===== src/core/cald_pkg.sv =====
package cald_pkg;
	localparam logic [7:0] OP_ADD_IMM = 8'h24;
	localparam logic [7:0] OP_ADD_DIR = 8'h25;
	localparam logic [7:0] OP_ADD_CY_IMM = 8'h34;
	localparam logic [7:0] OP_ADD_CY_DIR = 8'h35;
	localparam logic [7:0] OP_SUB_BR_IMM = 8'h94;
	localparam logic [7:0] OP_SUB_BR_DIR = 8'h95;
	localparam logic [7:0] OP_AND_IMM = 8'h54;
	localparam logic [7:0] OP_AND_DIR = 8'h55;
	localparam logic [7:0] OP_AND_DA = 8'h52;
	localparam logic [7:0] OP_AND_DI = 8'h53;
	localparam logic [7:0] OP_OR_IMM = 8'h44;
	localparam logic [7:0] OP_OR_DIR = 8'h45;
	localparam logic [7:0] OP_OR_DA = 8'h42;
	localparam logic [7:0] OP_OR_DI = 8'h43;
	localparam logic [7:0] OP_XOR_IMM = 8'h64;
	localparam logic [7:0] OP_XOR_DIR = 8'h65;
	localparam logic [7:0] OP_XOR_DA = 8'h62;
	localparam logic [7:0] OP_XOR_DI = 8'h63;
	localparam logic [7:0] OP_ROT_L = 8'h23;
	localparam logic [7:0] OP_ROT_LC = 8'h33;
	localparam logic [7:0] OP_ROT_R = 8'h03;
	localparam logic [7:0] OP_ROT_RC = 8'h13;
	localparam logic [4:0] GRP_ADD_REG = 5'h05;
	localparam logic [4:0] GRP_ADD_CY_REG = 5'h07;
	localparam logic [4:0] GRP_SUB_BR_REG = 5'h13;
	localparam logic [4:0] GRP_AND_REG = 5'h0b;
	localparam logic [4:0] GRP_OR_REG = 5'h09;
	localparam logic [4:0] GRP_XOR_REG = 5'h0d;
	localparam logic [6:0] GRP_ADD_IND = 7'h13;
	localparam logic [6:0] GRP_ADD_CY_IND = 7'h1b;
	localparam logic [6:0] GRP_SUB_BR_IND = 7'h4b;
	localparam logic [6:0] GRP_AND_IND = 7'h2b;
	localparam logic [6:0] GRP_OR_IND = 7'h23;
	localparam logic [6:0] GRP_XOR_IND = 7'h33;
	localparam int ACC_ADDR = 8'he0;
	localparam logic [7:0] ACC_DIR_ADDR = 8'he0;
	localparam logic [7:0] RESET_BYTE = 8'h00;
	localparam logic [1:0] RESET_BANK = 2'h0;
	localparam logic [7:0] NOP_OP = 8'h00;
	localparam logic [1:0] LEN_ONE = 2'h1;
	localparam logic [1:0] LEN_TWO = 2'h2;
	localparam logic [1:0] LEN_THREE = 2'h3;
	localparam int CLK_PER_CYCLE = 1;
	localparam logic [1:0] CLK_PER_CYCLE_W = 2'(CLK_PER_CYCLE);
	localparam int ERAM_DEPTH = 256;
	localparam int ERAM_AW = 8;
	typedef enum logic [3:0] {
		ALU_NONE = 4'h0,
		ALU_ADD = 4'h1,
		ALU_ADD_CY = 4'h2,
		ALU_SUB_BR = 4'h3,
		ALU_AND = 4'h4,
		ALU_OR = 4'h5,
		ALU_XOR = 4'h6,
		ALU_ROT_L = 4'h7,
		ALU_ROT_LC = 4'h8,
		ALU_ROT_R = 4'h9,
		ALU_ROT_RC = 4'ha
	} cald_alu_t;
	typedef enum logic [2:0] {
		SRC_NONE = 3'h0,
		SRC_REG = 3'h1,
		SRC_DIR = 3'h2,
		SRC_IND = 3'h3,
		SRC_IMM = 3'h4,
		SRC_ACC = 3'h5
	} cald_src_t;
	typedef struct packed {
		cald_alu_t alu;
		cald_src_t src;
		logic to_direct;
		logic [1:0] len;
		logic legal;
	} cald_dec_t;
	typedef struct packed {
		logic cy;
		logic ac;
		logic ov;
		logic p;
	} cald_flags_t;
	typedef enum logic [1:0] {
		ST_FETCH = 2'b00,
		ST_BYTE2 = 2'b01,
		ST_BYTE3 = 2'b10,
		ST_EXEC = 2'b11
	} cald_state_t;
endpackage : cald_pkg


===== src/core/cald_ram.sv =====
`timescale 1ns/1ps
// Internal data memory; read data come out of a register, so reads take one cycle.
module cald_ram (
	input wire logic clk,
	input wire logic we,
	input wire logic [7:0] waddr,
	input wire logic [7:0] wdata,
	input wire logic [7:0] raddr,
	output logic [7:0] rdata
);
	logic [7:0] mem [0:cald_pkg::ERAM_DEPTH-1];
	always_ff @(posedge clk) begin
		if (we) begin
			mem[waddr] <= wdata;
		end
	end
	always_ff @(posedge clk) begin
		rdata <= mem[raddr];
	end
endmodule : cald_ram


===== src/core/cald_core.sv =====
`timescale 1ns/1ps
// Executes the arithmetic and logical groups. Code bytes arrive on a simple fetch port.
// Each instruction cycle is one clock, so a byte is taken per clock and execution follows.
module cald_core (
	input wire logic clk,
	input wire logic rst,
	input wire logic [7:0] code_byte,
	input wire logic [1:0] bank_sel,
	output logic fetch_req_ff,
	output logic [7:0] acc_ff,
	output logic [3:0] flags_ff,
	output logic illegal_ff,
	output logic done_ff,
	output logic [7:0] dir_wr_addr_ff,
	output logic [7:0] dir_wr_data_ff,
	output logic dir_wr_ff
);
	cald_pkg::cald_state_t state_ff;
	cald_pkg::cald_dec_t dec_ff;
	cald_pkg::cald_dec_t nxt_dec;
	logic [7:0] op_ff;
	logic [7:0] b2_ff;
	logic [7:0] b3_ff;
	logic [1:0] cnt_ff;
	logic [7:0] raddr;
	logic [7:0] rdata;
	logic ind_phase_ff;
	logic ram_we;
	logic [7:0] ram_waddr;
	logic [7:0] ram_wdata;
	logic [7:0] opnd;
	logic [7:0] res;
	cald_pkg::cald_flags_t fl;
	cald_pkg::cald_flags_t nxt_fl;
	logic [8:0] s9;
	logic [4:0] s5;
	logic [7:0] s8x;
	logic cin;

	// Decoder: class and length from the first byte.
	always_comb begin
		nxt_dec = '{alu: cald_pkg::ALU_NONE, src: cald_pkg::SRC_NONE, to_direct: 1'b0,
			len: cald_pkg::LEN_ONE, legal: 1'b1};
		case (code_byte[7:3])
			cald_pkg::GRP_ADD_REG: nxt_dec.alu = cald_pkg::ALU_ADD;
			cald_pkg::GRP_ADD_CY_REG: nxt_dec.alu = cald_pkg::ALU_ADD_CY;
			cald_pkg::GRP_SUB_BR_REG: nxt_dec.alu = cald_pkg::ALU_SUB_BR;
			cald_pkg::GRP_AND_REG: nxt_dec.alu = cald_pkg::ALU_AND;
			cald_pkg::GRP_OR_REG: nxt_dec.alu = cald_pkg::ALU_OR;
			cald_pkg::GRP_XOR_REG: nxt_dec.alu = cald_pkg::ALU_XOR;
			default: nxt_dec.alu = cald_pkg::ALU_NONE;
		endcase
		if (nxt_dec.alu != cald_pkg::ALU_NONE) begin
			nxt_dec.src = cald_pkg::SRC_REG;
		end
		case (code_byte[7:1])
			cald_pkg::GRP_ADD_IND: nxt_dec.alu = cald_pkg::ALU_ADD;
			cald_pkg::GRP_ADD_CY_IND: nxt_dec.alu = cald_pkg::ALU_ADD_CY;
			cald_pkg::GRP_SUB_BR_IND: nxt_dec.alu = cald_pkg::ALU_SUB_BR;
			cald_pkg::GRP_AND_IND: nxt_dec.alu = cald_pkg::ALU_AND;
			cald_pkg::GRP_OR_IND: nxt_dec.alu = cald_pkg::ALU_OR;
			cald_pkg::GRP_XOR_IND: nxt_dec.alu = cald_pkg::ALU_XOR;
			default: nxt_dec.alu = nxt_dec.alu;
		endcase
		// Only the pointer groups can have set a class while the source is still open.
		if (nxt_dec.src == cald_pkg::SRC_NONE && nxt_dec.alu != cald_pkg::ALU_NONE) begin
			nxt_dec.src = cald_pkg::SRC_IND;
		end
		case (code_byte)
			cald_pkg::OP_ADD_DIR, cald_pkg::OP_ADD_CY_DIR, cald_pkg::OP_SUB_BR_DIR, cald_pkg::OP_AND_DIR,
			cald_pkg::OP_OR_DIR, cald_pkg::OP_XOR_DIR: begin
				nxt_dec.src = cald_pkg::SRC_DIR;
				nxt_dec.len = cald_pkg::LEN_TWO;
			end
			cald_pkg::OP_ADD_IMM, cald_pkg::OP_ADD_CY_IMM, cald_pkg::OP_SUB_BR_IMM, cald_pkg::OP_AND_IMM,
			cald_pkg::OP_OR_IMM, cald_pkg::OP_XOR_IMM: begin
				nxt_dec.src = cald_pkg::SRC_IMM;
				nxt_dec.len = cald_pkg::LEN_TWO;
			end
			cald_pkg::OP_AND_DA, cald_pkg::OP_OR_DA, cald_pkg::OP_XOR_DA: begin
				nxt_dec.src = cald_pkg::SRC_ACC;
				nxt_dec.to_direct = 1'b1;
				nxt_dec.len = cald_pkg::LEN_TWO;
			end
			cald_pkg::OP_AND_DI, cald_pkg::OP_OR_DI, cald_pkg::OP_XOR_DI: begin
				nxt_dec.src = cald_pkg::SRC_IMM;
				nxt_dec.to_direct = 1'b1;
				nxt_dec.len = cald_pkg::LEN_THREE;
			end
			default: nxt_dec.len = nxt_dec.len;
		endcase
		case (code_byte)
			cald_pkg::OP_ADD_DIR, cald_pkg::OP_ADD_IMM: nxt_dec.alu = cald_pkg::ALU_ADD;
			cald_pkg::OP_ADD_CY_DIR, cald_pkg::OP_ADD_CY_IMM: nxt_dec.alu = cald_pkg::ALU_ADD_CY;
			cald_pkg::OP_SUB_BR_DIR, cald_pkg::OP_SUB_BR_IMM: nxt_dec.alu = cald_pkg::ALU_SUB_BR;
			cald_pkg::OP_AND_DIR, cald_pkg::OP_AND_IMM, cald_pkg::OP_AND_DA, cald_pkg::OP_AND_DI:
				nxt_dec.alu = cald_pkg::ALU_AND;
			cald_pkg::OP_OR_DIR, cald_pkg::OP_OR_IMM, cald_pkg::OP_OR_DA, cald_pkg::OP_OR_DI:
				nxt_dec.alu = cald_pkg::ALU_OR;
			cald_pkg::OP_XOR_DIR, cald_pkg::OP_XOR_IMM, cald_pkg::OP_XOR_DA, cald_pkg::OP_XOR_DI:
				nxt_dec.alu = cald_pkg::ALU_XOR;
			cald_pkg::OP_ROT_L: nxt_dec.alu = cald_pkg::ALU_ROT_L;
			cald_pkg::OP_ROT_LC: nxt_dec.alu = cald_pkg::ALU_ROT_LC;
			cald_pkg::OP_ROT_R: nxt_dec.alu = cald_pkg::ALU_ROT_R;
			cald_pkg::OP_ROT_RC: nxt_dec.alu = cald_pkg::ALU_ROT_RC;
			default: nxt_dec.alu = nxt_dec.alu;
		endcase
		nxt_dec.legal = (nxt_dec.alu != cald_pkg::ALU_NONE);
	end

	// Sequencer: one clock per instruction cycle, one cycle per code byte plus an execute cycle, two for pointer forms.
	always_ff @(posedge clk) begin
		if (rst) begin
			state_ff <= cald_pkg::ST_FETCH;
			dec_ff <= '0;
			op_ff <= cald_pkg::NOP_OP;
			b2_ff <= cald_pkg::RESET_BYTE;
			b3_ff <= cald_pkg::RESET_BYTE;
			cnt_ff <= 2'h0;
			fetch_req_ff <= 1'b1;
		end else begin
			case (state_ff)
				cald_pkg::ST_FETCH: begin
					op_ff <= code_byte;
					dec_ff <= nxt_dec;
					cnt_ff <= nxt_dec.len - cald_pkg::CLK_PER_CYCLE_W;
					if (nxt_dec.len == cald_pkg::LEN_ONE) begin
						state_ff <= cald_pkg::ST_EXEC;
						fetch_req_ff <= 1'b0;
					end else begin
						state_ff <= cald_pkg::ST_BYTE2;
					end
				end
				cald_pkg::ST_BYTE2: begin
					b2_ff <= code_byte;
					cnt_ff <= cnt_ff - 2'h1;
					state_ff <= (cnt_ff == 2'h1) ? cald_pkg::ST_EXEC : cald_pkg::ST_BYTE3;
					fetch_req_ff <= (cnt_ff != 2'h1);
				end
				cald_pkg::ST_BYTE3: begin
					b3_ff <= code_byte;
					state_ff <= cald_pkg::ST_EXEC;
					fetch_req_ff <= 1'b0;
				end
				cald_pkg::ST_EXEC: begin
					// Pointer forms stay one more clock here while the pointed-to byte is read.
					if (!ind_phase_ff) begin
						state_ff <= cald_pkg::ST_FETCH;
						fetch_req_ff <= 1'b1;
					end
				end
				default: state_ff <= cald_pkg::ST_FETCH;
			endcase
		end
	end

	// Operand address: bank register, pointer, or direct byte.
	always_comb begin
		raddr = cald_pkg::RESET_BYTE;
		if (state_ff == cald_pkg::ST_FETCH) begin
			raddr = {3'h0, bank_sel, code_byte[2:0]};
			if (nxt_dec.src == cald_pkg::SRC_IND) begin
				raddr = {3'h0, bank_sel, 2'h0, code_byte[0]};
			end
		end else if (state_ff == cald_pkg::ST_BYTE2) begin
			raddr = code_byte;
		end else if (state_ff == cald_pkg::ST_BYTE3) begin
			raddr = b2_ff;
		end
	end

	// Indirect operands take a second read through the fetched pointer, which costs one extra clock.
	always_ff @(posedge clk) begin
		if (rst) begin
			ind_phase_ff <= 1'b0;
		end else begin
			ind_phase_ff <= (state_ff == cald_pkg::ST_FETCH) && (nxt_dec.src == cald_pkg::SRC_IND);
		end
	end

	cald_ram u_ram (
		.clk(clk),
		.we(ram_we),
		.waddr(ram_waddr),
		.wdata(ram_wdata),
		.raddr(ind_phase_ff ? rdata : raddr),
		.rdata(rdata)
	);

	// Arithmetic: flags follow the standard carry, auxiliary carry, overflow and parity definitions.
	always_comb begin
		opnd = (dec_ff.src == cald_pkg::SRC_IMM) ? (dec_ff.to_direct ? b3_ff : b2_ff) : rdata;
		if (dec_ff.src == cald_pkg::SRC_ACC) begin
			opnd = acc_ff;
		end
		fl = cald_pkg::cald_flags_t'(flags_ff);
		nxt_fl = fl;
		cin = (dec_ff.alu == cald_pkg::ALU_ADD_CY || dec_ff.alu == cald_pkg::ALU_SUB_BR) ? fl.cy : 1'b0;
		s8x = (dec_ff.alu == cald_pkg::ALU_SUB_BR) ? ~opnd : opnd;
		s9 = {1'b0, acc_ff} + {1'b0, s8x} + {8'h00, cin ^ (dec_ff.alu == cald_pkg::ALU_SUB_BR)};
		s5 = {1'b0, acc_ff[3:0]} + {1'b0, s8x[3:0]} + {4'h0, cin ^ (dec_ff.alu == cald_pkg::ALU_SUB_BR)};
		res = acc_ff;
		case (dec_ff.alu)
			cald_pkg::ALU_ADD, cald_pkg::ALU_ADD_CY, cald_pkg::ALU_SUB_BR: begin
				res = s9[7:0];
				nxt_fl.cy = s9[8] ^ (dec_ff.alu == cald_pkg::ALU_SUB_BR);
				nxt_fl.ac = s5[4] ^ (dec_ff.alu == cald_pkg::ALU_SUB_BR);
				nxt_fl.ov = (acc_ff[7] == s8x[7]) && (res[7] != acc_ff[7]);
			end
			cald_pkg::ALU_AND: res = (dec_ff.to_direct ? rdata : acc_ff) & opnd;
			cald_pkg::ALU_OR: res = (dec_ff.to_direct ? rdata : acc_ff) | opnd;
			cald_pkg::ALU_XOR: res = (dec_ff.to_direct ? rdata : acc_ff) ^ opnd;
			cald_pkg::ALU_ROT_L: res = {acc_ff[6:0], acc_ff[7]};
			cald_pkg::ALU_ROT_LC: begin
				res = {acc_ff[6:0], fl.cy};
				nxt_fl.cy = acc_ff[7];
			end
			cald_pkg::ALU_ROT_R: res = {acc_ff[0], acc_ff[7:1]};
			cald_pkg::ALU_ROT_RC: begin
				res = {fl.cy, acc_ff[7:1]};
				nxt_fl.cy = acc_ff[0];
			end
			default: res = acc_ff;
		endcase
		ram_we = (state_ff == cald_pkg::ST_EXEC) && !ind_phase_ff && dec_ff.to_direct && dec_ff.legal;
		ram_waddr = b2_ff;
		ram_wdata = res;
	end

	// Direct and pointer reads always land in the clock before write-back, which waits while ind_phase_ff is high.
	always_ff @(posedge clk) begin
		if (rst) begin
			acc_ff <= cald_pkg::RESET_BYTE;
			flags_ff <= 4'h0;
			illegal_ff <= 1'b0;
			done_ff <= 1'b0;
			dir_wr_ff <= 1'b0;
			dir_wr_addr_ff <= cald_pkg::RESET_BYTE;
			dir_wr_data_ff <= cald_pkg::RESET_BYTE;
		end else begin
			done_ff <= (state_ff == cald_pkg::ST_EXEC) && !ind_phase_ff;
			illegal_ff <= (state_ff == cald_pkg::ST_EXEC) && !ind_phase_ff && !dec_ff.legal;
			dir_wr_ff <= ram_we;
			dir_wr_addr_ff <= ram_waddr;
			dir_wr_data_ff <= ram_wdata;
			if (state_ff == cald_pkg::ST_EXEC && !ind_phase_ff && dec_ff.legal) begin
				if (!dec_ff.to_direct) begin
					acc_ff <= res;
				end
				flags_ff <= {nxt_fl.cy, nxt_fl.ac, nxt_fl.ov, ^(dec_ff.to_direct ? acc_ff : res)};
			end
		end
	end
endmodule : cald_core


===== config.mk =====
export PLATFORM = sky130hd
export DESIGN_NAME = cald_core
export DESIGN_NICKNAME = d
export VERILOG_FILES = /design/src/core/cald_pkg.sv /design/src/core/cald_ram.sv /design/src/core/cald_core.sv
export SDC_FILE = /design/constraint.sdc
export NUM_CORES = 2
export LEC_CHECK = 0
export BUFFER_PORTS_ARGS = -buffer_cell sky130_fd_sc_hd__buf_2
export CAP_MARGIN = 30
export CORE_MARGIN = 4
export CORE_UTILIZATION = 57
export CTS_CLUSTER_DIAMETER = 150
export DETAILED_ROUTE_END_ITERATION = 10
export PLACE_DENSITY = 0.76
export SYNTH_ARGS = -nofsm -noshare
export SYNTH_HDL_FRONTEND = slang
export SYNTH_SLANG_ARGS = --single-unit

===== constraint.sdc =====
create_clock -name clk -period 16.35 [get_ports clk]
set_input_delay 3.27 -clock clk [delete_from_list [all_inputs] [get_ports clk]]
set_output_delay 3.27 -clock clk [all_outputs]
set_load 0.05 [all_outputs]

==> qor.yml <==
grt:
  grt_first_pass_wirelength_mm: 327
  grt_usage_pct: 27.7
  grt_max_degree: 179
  grt-ovfl-total: 0
  antenna_found_initial: 7
  grt_pass1_vias: 50500
detailed_routing:
  vias: 52800
  wl_per_cell_um: 27.2
  drtIter0Drc: 8250
  drc: 0
  dr.pass1.iters: 6
  ant_nets: 0
  viasPerCell: 6.51
  drt_wl_total_mm: 220
timing:
  hold_slack_ns: 0.458
  rsz0062_at_grt: "false"
  max_freq_mhz: 132
  max-slew-margin-rel_pct: 12.0
  tightest_slew_ns: 1.32
  slew_violations: 0
  period_needed_ns: 7.58
  fin_skew_ns: 0.0651
  setup_tns_ns: 0
  finalCritPeriodShare_pct: 46.3
  setup_viol_count_final: 0
  hold_violations: 0
die:
  fp.coreArea_um2: 150000
  fp.dieW_um: 397
  num_io_pins: 44
  num_rows: 142
  fp.dieH_um: 397
  start_util_pct: 57.5
  die-area_um2: 157000
worst_setup_path:
  r2r_cells: 18
  start_kind: "primary input"
  r2r-end: "u_ram.mem[189][7]$_DFFE_PP_"
  crit_arrival_ns: 8.29
  cp-end-kind: "flop"
  crit_fanout: 156
  worstPathRequired_ns: 17.07
  path_class: "in2reg"
  r2r_slack_ns: 9.59
  r2r-start: "dec_ff[3]$_SDFFE_PP0P_"
cells_and_area:
  fill_cells: 10400
  final_cells: 8113
  layout-drive-gt1-share_pct: 10.9
  area_delta_synth_final_pct: 10.0
  layout.nets: 5963
place:
  portBuffers: 43
  place_hpwl_mm: 128
  gp_congestion: 0.906
  dp.cells: 7722
synth:
  async_reset_ff_share_pct: 0
  ys.warnings.count: 0
  synth_area_per_cell_um2: 14.4
  synthCells: 5967
  yosysUniqueCellTypes: 99
  dominantRegCellSynth: "edfxtp_1"
  syn-cell-area_um2: 86200
  synth_seq_area_share_pct: 73.0
  syn_nets: 6009
  ys_seq_elements: 2118
  synth_edf_count: 2048
pwr:
  p_leak_nw: 31.5
  vdd_drop_max_mv: 0.144
  power_per_cell_area_nw_per_um2: 160
clock_tree:
  cts.sinks: 2118
  cts_buffers: 204
  h-tree-depth: 4
  insertion_delay_ns: 0.85
  cts_setup_buffers: 0
  ctsResizeCount: 0
  clk_transition_reported_paths_ns: 0.06
  cts_tree: "built"
  hold_buffers: 0
  root_buffer: "clkbuf_16"
  clk_path_buf_depth: 3
min_path:
  whs_path_depth: 1
  hold_path_end: "illegal_ff$_SDFF_PP0_"
  hp-class: "reg2reg"
  worstHoldStart: "dec_ff[0]$_SDFFE_PP0P_"
run:
  drv_cap: 0
status:
  status: "complete, no violations"
==> stage by stage <==
step / util [%] / setup slack [ns] / total power [mW] / area, µm²
floorplan: - / 0.720 / 9.50 / 86200
global placement: 58.7 / 8.17 / 10.5 / 88000
detailed placement: 58.8 / 8.13 / 10.6 / 88100
CTS: 63.1 / 9.00 / 15.1 / 94600
global route: 63.2 / 8.54 / 15.6 / 94800
finish: 63.2 / 8.77 / 15.2 / 94800
==> Yosys cell counts, types with 8 or more instances <==
library cell | number | area share (%)
edfxtp_1 | 2048 | 71
nand2_1 | 1208 | 5.3
nor2_1 | 352 | 1.5
nand3_1 | 348 | 2.0
mux2i_1 | 234 | 2.7
clkbuf_1 | 169 | 0.74
buf_2 | 164 | 0.95
a21oi_1 | 163 | 0.95
mux4_2 | 153 | 4.0
and3_1 | 118 | 0.86
o21ai_0 | 111 | 0.64
o22ai_1 | 93 | 0.68
a311oi_1 | 79 | 0.80
dfxtp_1 | 70 | 1.6
a31oi_1 | 66 | 0.48
buf_4 | 40 | 0.35
inv_1 | 40 | 0.17
a32oi_1 | 37 | 0.38
nor2b_1 | 36 | 0.26
nand4_1 | 34 | 0.25
a211oi_1 | 31 | 0.27
ha_1 | 28 | 0.41
nor3_1 | 26 | 0.15
nand2b_1 | 18 | 0.13
a21boi_0 | 15 | 0.13
nor4_1 | 15 | 0.11
o221ai_1 | 15 | 0.15
buf_1 | 14 | 0.061
mux2_2 | 14 | 0.18
xnor2_1 | 14 | 0.14
or3_1 | 13 | 0.094
buf_6 | 10 | 0.13
o311a_1 | 9 | 0.10
o31a_1 | 9 | 0.091
or4_1 | 9 | 0.078
a22oi_1 | 8 | 0.070
a32o_1 | 8 | 0.093
and4_1 | 8 | 0.081
nand3b_1 | 8 | 0.070
==> flip-flops by register name, summed over array words and instances (netlist names) <==
| signal | flops |
|---|---|
| dec_ff | 9 |
| ind_phase_ff | 1 |
| b3_ff | 8 |
| dir_wr_ff | 1 |
| dir_wr_addr_ff | 8 |
| flags_ff | 4 |
| acc_ff | 8 |
| illegal_ff | 1 |
| u_ram.mem | 2048 |
| fetch_req_ff | 1 |
| state_ff | 2 |
| done_ff | 1 |
| dir_wr_data_ff | 8 |
| cnt_ff | 2 |
| u_ram.rdata | 8 |
| b2_ff | 8 |
==> area by class of cell <==
| cell class | instances | area, µm² | area share (%) |
|---|---|---|---|
| Antenna cell | 3 | 7.51 | 0.00792 |
| Tap cell | 2016 | 2520 | 2.66 |
| Timing Repair Buffer | 146 | 1290 | 1.36 |
| Clock inverter | 121 | 1070 | 1.13 |
| Clock buffer | 258 | 5430 | 5.73 |
| Multi-Input combinational cell | 3408 | 21400 | 22.6 |
| Inverter | 43 | 176 | 0.186 |
| Sequential cell | 2118 | 62900 | 66.3 |
==> report_power, final <==
group | leakage, nW | internal, mW | switching [mW]
clock | 3.19 | 2.59 | 2.00
combinational | 9.00 | 1.03 | 2.77
sequential | 19.3 | 6.71 | 0.0646
total | 31.5 | 10.3 | 4.84
==> cells in the final DEF (no fill, tap or decap), drive strengths merged, types with 36 or more instances in the layout <==
master / instances
a21oi: 163
a311oi: 79
a31oi: 67
a32oi: 37
and3: 118
buf: 146
clkbuf: 258
clkinv: 96
dfxtp: 70
edfxtp: 2048
inv: 49
mux2i: 234
mux4: 153
nand2: 1208
nand3: 348
nor2: 352
nor2b: 36
o21ai: 117
o22ai: 93
==> worst max-delay path by stage <==
stage,from,cells past startpoint,end,slack [ns]
finish,code_byte[5],12,u_ram.rdata[3]$_DFF_P_,8.77
detailed placement,code_byte[5],12,u_ram.rdata[4]$_DFF_P_,8.13
global placement,code_byte[5],12,u_ram.rdata[4]$_DFF_P_,8.17
floorplan,dec_ff[3]$_SDFFE_PP0P_,14,u_ram.mem[0][7]$_DFFE_PP_,0.72
CTS,code_byte[5],12,u_ram.rdata[4]$_DFF_P_,9.00
global route,code_byte[0],12,u_ram.rdata[6]$_DFF_P_,8.54
==> layer usage <==
metal  wire length, µm  global-route usage [%]  vias to the layer above
met5                 0                       0                        -
met4              8570                    10.4                        0
met3             27500                    6.40                      480
met2            102000                    42.4                     3464
met1             82200                    39.1                    26400
li1                  -                       -                    22500
==> cells by family (layout without fill, tap and decap cells) <==
kind of cell	count (synthesis)	in the layout	synth area share (%)
other	0	3	0
AO/OA/AOI/OAI	721	721	5.66
multiplexers	402	402	6.91
flip-flops	2118	2118	73.0
buffers and inverters	441	568	2.42
AND/OR/NAND/NOR	2233	2233	11.3
adder cells (fa/ha/maj)	30	30	0.453
XOR/XNOR	22	22	0.270
==> worst max-delay path, stage by stage <==
cell	delay, ns
buf_2	0.20
or2_2	0.35
a31oi_4	0.36
o2bb2ai_4	0.49
buf_4	0.84
buf_12	0.67
and3_1	0.29
a311oi_1	0.05
a31oi_1	0.33
o221ai_1	0.32
or4_1	0.63
o311a_1	0.16
Power figures use the tool's default switching activity.
